<file path="src/rtl/tbbr_pkg.sv">
`default_nettype none
package tbbr_pkg;

    // ==========================================================
    // Widths, reset values and latencies
    // ==========================================================
    localparam int         TBBR_WIDTH       = 10;
    localparam logic [9:0] TBBR_STORE_RESET = 10'h000;
    localparam logic       TBBR_FLOAT_RESET = 1'b1;
    localparam int         TBBR_SYNC_STAGES = 2;
    localparam int         TBBR_PIN_LATENCY = 3;

    // Variant selection: true or complemented output
    typedef enum logic {
        TBBR_TRUE_OUT = 1'b0,
        TBBR_COMPL_OUT = 1'b1
    } tbbr_variant_t;

    // Bus-side pin group, two signals per pin
    typedef struct packed {
        logic [9:0] data_out;
        logic [9:0] data_oe;
    } tbbr_bus_t;

endpackage
`default_nettype wire

</file>
<file path="src/rtl/tbbr_register.sv">
`timescale 1ns/10ps
`default_nettype none
// Summary of operation
// - Ten independent edge-triggered D storage elements share one clock and hold a ten-bit word.
// - In the true variant each element captures its input on the rising edge and shows it unchanged.
// - In the complement variant each element captures on the rising edge and shows the inverse.
// - Output control low drives all ten outputs; output control high floats all ten.
// - Output control only gates the drivers; storage keeps clocking regardless of it.
// - While floating the word is kept or reloaded, and whatever is held is driven on re-enable.
module tbbr_register
    import tbbr_pkg::*;
#(
    parameter tbbr_variant_t VARIANT = TBBR_TRUE_OUT
) (
    input  wire logic       clk,
    input  wire logic       reset_n,
    input  wire logic [9:0] data_in,
    input  wire logic       output_drive_control_n,
    output var  tbbr_bus_t  bus
);

    // ==========================================================
    // Pin synchronisers
    // ==========================================================
    // Data and control arrive from pins; two stages before use
    // Bits synchronise one by one: a word that changes near an edge
    // may land split over two cycles, so upstream holds it steady
    logic [9:0] data_meta;
    logic [9:0] data_sync;
    logic       ctrl_meta;
    logic       ctrl_sync;

    always_ff @(posedge clk) begin
        if (!reset_n) begin
            data_meta <= TBBR_STORE_RESET;
            data_sync <= TBBR_STORE_RESET;
        end else begin
            data_meta <= data_in;
            data_sync <= data_meta;
        end
    end

    // Reset floats the bus, matching power-up high impedance
    always_ff @(posedge clk) begin
        if (!reset_n) begin
            ctrl_meta <= TBBR_FLOAT_RESET;
            ctrl_sync <= TBBR_FLOAT_RESET;
        end else begin
            ctrl_meta <= output_drive_control_n;
            ctrl_sync <= ctrl_meta;
        end
    end

    // ==========================================================
    // Storage
    // ==========================================================
    logic [9:0] store;
    logic [9:0] drive;

    // Control never gates the load path
    // Drive is a twin of store so the inverter sits ahead of the output flop
    genvar i;
    generate
        for (i = 0; i < TBBR_WIDTH; i++) begin : g_bit
            always_ff @(posedge clk) begin
                if (!reset_n) begin
                    store[i] <= TBBR_STORE_RESET[i];
                end else begin
                    store[i] <= data_sync[i];
                end
            end

            always_ff @(posedge clk) begin
                if (!reset_n) begin
                    drive[i] <= TBBR_STORE_RESET[i];
                end else if (VARIANT == TBBR_COMPL_OUT) begin
                    drive[i] <= ~data_sync[i];
                end else begin
                    drive[i] <= data_sync[i];
                end
            end

        end
    endgenerate

    // ==========================================================
    // Output drivers
    // ==========================================================
    // Whole struct in one assignment keeps a single driver on the bus
    assign bus = '{
        data_out: drive,
        data_oe:  {TBBR_WIDTH{~ctrl_sync}}
    };
endmodule
`default_nettype wire

</file>
<file path="config.mk">
export PLATFORM = sky130hd
export DESIGN_NAME = tbbr_register
export DESIGN_NICKNAME = d
export VERILOG_FILES = /design/src/rtl/tbbr_pkg.sv /design/src/rtl/tbbr_register.sv
export SDC_FILE = /design/constraint.sdc
export NUM_CORES = 1
export LEC_CHECK = 0
export BUFFER_PORTS_ARGS = -buffer_cell sky130_fd_sc_hd__buf_2
export CORE_MARGIN = 5
export CORE_UTILIZATION = 53
export CTS_BUF_LIST = sky130_fd_sc_hd__clkbuf_4
export CTS_CLUSTER_DIAMETER = 30
export DETAILED_ROUTE_END_ITERATION = 6
export HOLD_SLACK_MARGIN = 0.05
export PLACE_DENSITY = 0.84
export SYNTH_ARGS = -nofsm -noshare
export SYNTH_HDL_FRONTEND = slang
export SYNTH_SLANG_ARGS = --single-unit
</file>
<file path="constraint.sdc">
create_clock -name clk -period 1.4 [get_ports clk]
set_clock_uncertainty 0.05 [all_clocks]
set_input_delay 0.21 -clock clk [delete_from_list [all_inputs] [get_ports clk]]
set_output_delay 0.21 -clock clk [all_outputs]
set_load 0.1 [all_outputs]
</file>
==> metrics.md, run 1 <==
| Metric | Value |
|---|---|
| Met2 wire length | 786 um |
| CTS tree | done |
| Residual DRC | 0 |
| Die Area | around 2700 um^2 |
| Flop-to-flop setup slack | 0.74 ns |
| Power Density | 1220 nW/um^2 |
| Post CTS Setup Buffer Count | 0 |
| Starting Density | 54.9% |
| Post-Place Cells | 123 |
| # port buffers | 32 |
| Final worst hold slack | 0.0664 ns |
| Final non-filler cell total | 139 |
| Cell Rows | 15 |
| WL met1 | 487 um |
| Core area | about 1700 um^2 |
| Mapped Avg Cell Area | ~12 um^2 |
| RR Endpoint | ctrl_sync$_SDFF_PN1_ |
| Vias in the first global route | about 580 |
| Fin. max-slew vios | 0 |
| R2R depth | 1 |
| Synthesized area | 937 um^2 |
| Antenna diode count | 0 |
| VDD IR-drop max | 1.00 mV |
| Routed wire length | approximately 1500 um |
| Worst Setup SP | ctrl_sync$_SDFF_PN1_ |
| CP Capture Type | primary output |
| DP Area | 1210 um^2 |
| Root Buffer | clkbuf_4 |
| Syn Nets | 90 |
| Slew @ Worst Pin | between 0.4 and 0.5 ns |
| Routed Antenna Nets | 0 |
| H-Tree Depth | 2 |
| Setup Crit Path Kind | flop to primary output |
| Worst skew pair latency | 0.31 ns |
| I/O pin count | 33 |
| Crit path DAT | 1.08 ns |
| End point of the critical path | bus[8] |
| Setup Viol. Count Final | 0 |
| Worst-path fanout max | 10 |
| GRT Overall Usage | 12.8% |
| Netlist cell types | 7 |
| Post-Syn Instances | just under 80 |
| Max Used Layer | met4 |
| Hold depth | 2 |
| Pin count of the biggest net entering global routing | 33 |
| Max-Cap Viols | 0 |
| Global-route wire length before repair | 2420 um |
| Reg2reg start | ctrl_meta$_SDFF_PN1_ |
| Worst-case clock buffer depth | 2 |
| Total iterations of the first detailed-routing run | 1 |
| Utilization after layout | slightly below 80% |
| FF+latch count, synth | 32 |
| CTS Buf Count | 5 |
| Most frequent cells in the layout | dfxtp_1 (31), and2_1 (24), buf_2 (22) |
| DR vias | 574 |
| Status | complete, no violations |
| Crit share post-route | 95.7% |
| Die Y | 52.1 um |
| WL per Instance | 10.5 um |
| Die X-Extent | 52.1 um |
| Critical path data required time | 1.14 ns |
| DRT iter0 DRCs | 0 |
| Yosys warnings | 0 |
| Final-report hold violation count | 0 |
| Layout cells sized above 1 | about 40% |
| Setup_tns | 0 ns |
| Total grt overflow | 0 |
| Clk sinks | 32 |
| F_max | 746 MHz |
| Layout net count | approximately 130 |
| Leakage power | 0.616 nW |
| Clk slew on worst S/H paths | 0.08 ns |
| GPL Wtd Cong | 0.581 |
| Worst Setup Start Kind | flop |
| Setup WS post-layout | approximately 0.06 ns |
| Design Area, Final | roughly 1400 um^2 |
| Minimum clock period | 1.34 ns |
| Antenna violations before repair | 0 |
| Seq/Total Area, Yosys | 68.4% |
| RSZ-0062 raised after global routing | no |
| Worst hold path class | input port to flop |
| Relative slew margins | between 60 and 70% |
| Pwr Total | 1.66 mW |
| Vias/cell | 4.13 |
| Metal3 WL | 149 um |
| Commonest non-fill, non-tap cell in the layout | dfxtp_1 |
| Area added between synthesis and finish | 44.7% |
| Pre-CTS setup slack | 0.290 ns |
-- flip-flops by register name (all words and copies together) (netlist names) --
signal and count:
ctrl_sync 1, data_sync 10, bus 10, ctrl_meta 1, data_meta 10
-- Yosys cell counts --
library cell  instances  area [um^2]
inv_1                 1         3.75
and2_1               24          150
buf_4                 9         67.6
clkbuf_2              3         15.0
and2_2                6         45.0
or2b_1                2         15.0
dfxtp_1              32          641
-- worst max-delay path, cell delays in order (launching register included) --
cell,delay [ns]
dfxtp_2,0.35
clkinvlp_4,0.09
buf_12,0.16
buf_12,0.17
-- worst min path at each step --
stage / start / to / slack (ns)
floorplan: output_drive_control_n / ctrl_meta$_SDFF_PN1_ / 0.26
global placement: output_drive_control_n / ctrl_meta$_SDFF_PN1_ / 0.34
detailed placement: output_drive_control_n / ctrl_meta$_SDFF_PN1_ / 0.34
CTS: data_in[7] / data_meta[7]$_SDFF_PN0_ / 0.06
global route: data_in[7] / data_meta[7]$_SDFF_PN0_ / 0.06
finish: data_in[7] / data_meta[7]$_SDFF_PN0_ / 0.07
-- metal layers --
layer,vias up,GRT usage (%)
li1,293,-
met1,247,10.1
met2,28,23.8
met3,6,6.88
met4,0,7.86
met5,-,0
-- where the power goes --
group	total (mW)	switching [mW]	internal, mW
clock	0.425	0.250	0.175
combinational	0.278	0.179	0.0988
sequential	0.954	0.00764	0.946
total	1.66	0.436	1.22
-- cells by family after synthesis --
family                 after synthesis  share of synthesized area [%]
and+or+nand+nor                     32                           22.4
DFF                                 32                           68.4
buffers and inverters               13                           9.21
-- layout make-up --
class                      instances  area [um^2]
sequential                        32          642
fill                             111          352
clock inverter                     2         7.51
tap                               25         31.3
inverter                           1         7.51
multi-input combinational         32          210
clock buffer                       5         37.5
timing repair buffer              42          420
-- repair_timing --
item,4_1_cts,5_1_grt
hold buffers,9,0
setup endpoints to repair,10,10
resized for setup,1,3
pin swaps,0,0
cloned,0,0
hold endpoints to repair,9,0
Note: power is estimated with default switching activity, not from simulation.
==> run 2: changes to the inputs <==
--- a/config.mk
+++ b/config.mk
@@ -6,12 +6,13 @@
 export NUM_CORES = 1
 export LEC_CHECK = 0
-export BUFFER_PORTS_ARGS = -buffer_cell sky130_fd_sc_hd__buf_2
 export CORE_MARGIN = 5
-export CORE_UTILIZATION = 53
+export CORE_UTILIZATION = 55
 export CTS_BUF_LIST = sky130_fd_sc_hd__clkbuf_4
 export CTS_CLUSTER_DIAMETER = 30
 export DETAILED_ROUTE_END_ITERATION = 6
+export DONT_BUFFER_PORTS = 1
 export HOLD_SLACK_MARGIN = 0.05
-export PLACE_DENSITY = 0.84
+export PLACE_DENSITY = 0.7
+export RECOVER_POWER = 50
 export SYNTH_ARGS = -nofsm -noshare
 export SYNTH_HDL_FRONTEND = slang
--- a/constraint.sdc
+++ b/constraint.sdc
@@ -3,3 +3,3 @@
 set_input_delay 0.21 -clock clk [delete_from_list [all_inputs] [get_ports clk]]
 set_output_delay 0.21 -clock clk [all_outputs]
-set_load 0.1 [all_outputs]
+set_load 0.05 [all_outputs]
==> run 2 against run 1 <==
Effect of this change:
- maximum frequency down 1.2%
- worst hold slack better by 0.30 ns
- register-to-register slack about the same
- combinational power down 58%
- cell count down 25%
- flip-flop and latch count unchanged
- critical path type unchanged
- highest routed layer unchanged
- via count down 20%
==> metrics.md, run 2 (synthesis gave the netlist of run 1 again) <==
| Metric | Value |
|---|---|
| Setup Crit Path Kind | flop to primary output |
| Status | complete, no violations |
| Vias in the first global route | 518 |
| Post-Place Cells | 84 |
| Starting Density | 56.1% |
| Layout net count | 100 |
| CP Cell Sequence | clkinv_4, buf_16 |
| Residual DRC | 0 |
| Minimum clock period | 1.36 ns |
| Final non-filler cell total | ~100 |
| Root Buffer | clkbuf_4 |
| Switching power | 0.359 mW |
| R2R depth | 1 |
| Flop-to-flop setup slack | 0.74 ns |
| Antenna violations before repair | 0 |
| Worst Setup Start Kind | flop |
| Worst-path fanout max | 5 |
| CP max stage cell | dfxtp_1 |
| Internal | 1.20 mW |
| DP Area | 918 um^2 |
| Crit path depth | 2 |
| Combinational power share | 7.5% |
| Setup_tns | 0 ns |
| Reg2reg start | ctrl_meta$_SDFF_PN1_ |
| Final-report hold violation count | 0 |
| CTS tree | done |
| Setup WS post-layout | 0.0431 ns |
| RR Endpoint | ctrl_sync$_SDFF_PN1_ |
| Clock Power Share | between 20% and 30% |
| Worst-case clock buffer depth | 2 |
| Total iterations of the first detailed-routing run | 2 |
| Area added between synthesis and finish | 17.6% |
| Power Density | 1420 nW/um^2 |
| CTS Buf Count | 5 |
| Relative slew margins | 42.9% |
| VDD IR-drop max | 0.930 mV |
| Pwr Total | 1.56 mW |
| Leakage power | 0.454 nW |
| Clk sinks | 32 |
| Die Y | 51.3 um |
| Routed wire length | 1220 um |
| Sw Ratio | 23.0% |
| Pin count of the biggest net entering global routing | 32 |
| Global-route wire length before repair | about 2200 um |
| Crit-path max cell delay | between 0.3 and 0.4 ns |
| # port buffers | 0 |
| Worst Setup SP | ctrl_sync$_SDFF_PN1_ |
| CP Capture Type | primary output |
| Max-Cap Viols | 0 |
| Register Area | 641 um^2 |
| Top delay family on crit path | buffers and inverters |
| Crit share post-route | 96.9% |
| Design Area, Final | approximately 1100 um^2 |
| Pre-CTS setup slack | approximately 0.35 ns |
| Routed Antenna Nets | 0 |
| Most frequent cells in the layout | dfxtp_1 (32), and2_0 (15), dlygate4sd3_1 (12) |
| Utilization after layout | 66.0% |
| DRT iter0 DRCs | 2 |
| Post CTS Setup Buffer Count | 0 |
| Vias/cell | 4.42 |
| WL per Instance | 11.7 um |
| Die X-Extent | 51.3 um |
| Setup Viol. Count Final | 0 |
| Critical path data required time | 1.14 ns |
| WP buf/inv | 2 |
| F_max | 737 MHz |
| Cell Rows | 15 |
| GRT Overall Usage | 12.0% |
| Clk slew on worst S/H paths | 0.08 ns |
| Crit path DAT | 1.10 ns |
| Total grt overflow | 0 |
| Worst skew pair latency | roughly 0.30 ns |
| Register share of total power | 62.9% |
| Final worst hold slack | 0.371 ns |
| GPL Wtd Cong | 0.587 |
| Multi-input logic area | 210 um^2 |
| Worst hold path class | flop to flop |
| DR vias | 460 |
| I/O pin count | 33 |
| Layout cells sized above 1 | 18.4% |
| Die Area | 2630 um^2 |
| Slew @ Worst Pin | 0.857 ns |
| Fin. max-slew vios | 0 |
| H-Tree Depth | 2 |
| RSZ-0062 raised after global routing | no |
| Layout fillers | 118 |
| End point of the critical path | bus[1] |
| Commonest non-fill, non-tap cell in the layout | dfxtp_1 |
| Antenna diode count | 0 |
| Core area | 1670 um^2 |
-- run 2: changes by cell type in the layout (fill, tap and decap cells not counted), sizes merged --
cell,delta
buf,-31
clkinvlp,-1
clkbuf,+2
dlygate4sd3,+3
-- run 2: final cells by class --
cell class / instances / share of cell area (%)
Sequential cell: 32 / 58.1
Multi-Input combinational cell: 32 / 19.1
Timing Repair Buffer: 15 / 15.6
Clock buffer: 6 / 4.09
Tap cell: 17 / 1.93
Inverter: 1 / 0.795
Clock inverter: 1 / 0.454
-- run 2: worst min path at each step --
stage	startpoint	to	slack [ns]	cells after the start
global route	ctrl_meta$_SDFF_PN1_	ctrl_sync$_SDFF_PN1_	0.40	1
finish	ctrl_meta$_SDFF_PN1_	ctrl_sync$_SDFF_PN1_	0.37	1
CTS	ctrl_meta$_SDFF_PN1_	ctrl_sync$_SDFF_PN1_	0.38	1
global placement	output_drive_control_n	ctrl_meta$_SDFF_PN1_	0.26	1
floorplan	output_drive_control_n	ctrl_meta$_SDFF_PN1_	0.26	1
detailed placement	output_drive_control_n	ctrl_meta$_SDFF_PN1_	0.27	1
-- run 2: per-layer routing --
layer | wire length, um | global-route usage, % | up-vias
met2 | 647 | 22.5 | 17
met5 | 0 | 0 | -
met4 | 49 | 8.30 | 0
li1 | - | - | 239
met1 | 429 | 9.71 | 197
met3 | 92 | 5.25 | 7
-- run 2: power by group through the flow --
stage	clock network (mW)	logic, mW	registers (mW)
2_1_floorplan	0	0.0896	1.00
3_5_place_dp	0	0.0817	1.00
3_3_place_gp	0	0.0798	1.00
4_1_cts	0.490	0.119	0.983
6_report	0.461	0.117	0.982
5_1_grt	0.526	0.129	0.987
-- run 2: repair_timing --
item	CTS	global route
setup endpoints to repair	5	10
hold buffers	13	1
resized for setup	1	2
hold endpoints to repair	32	1
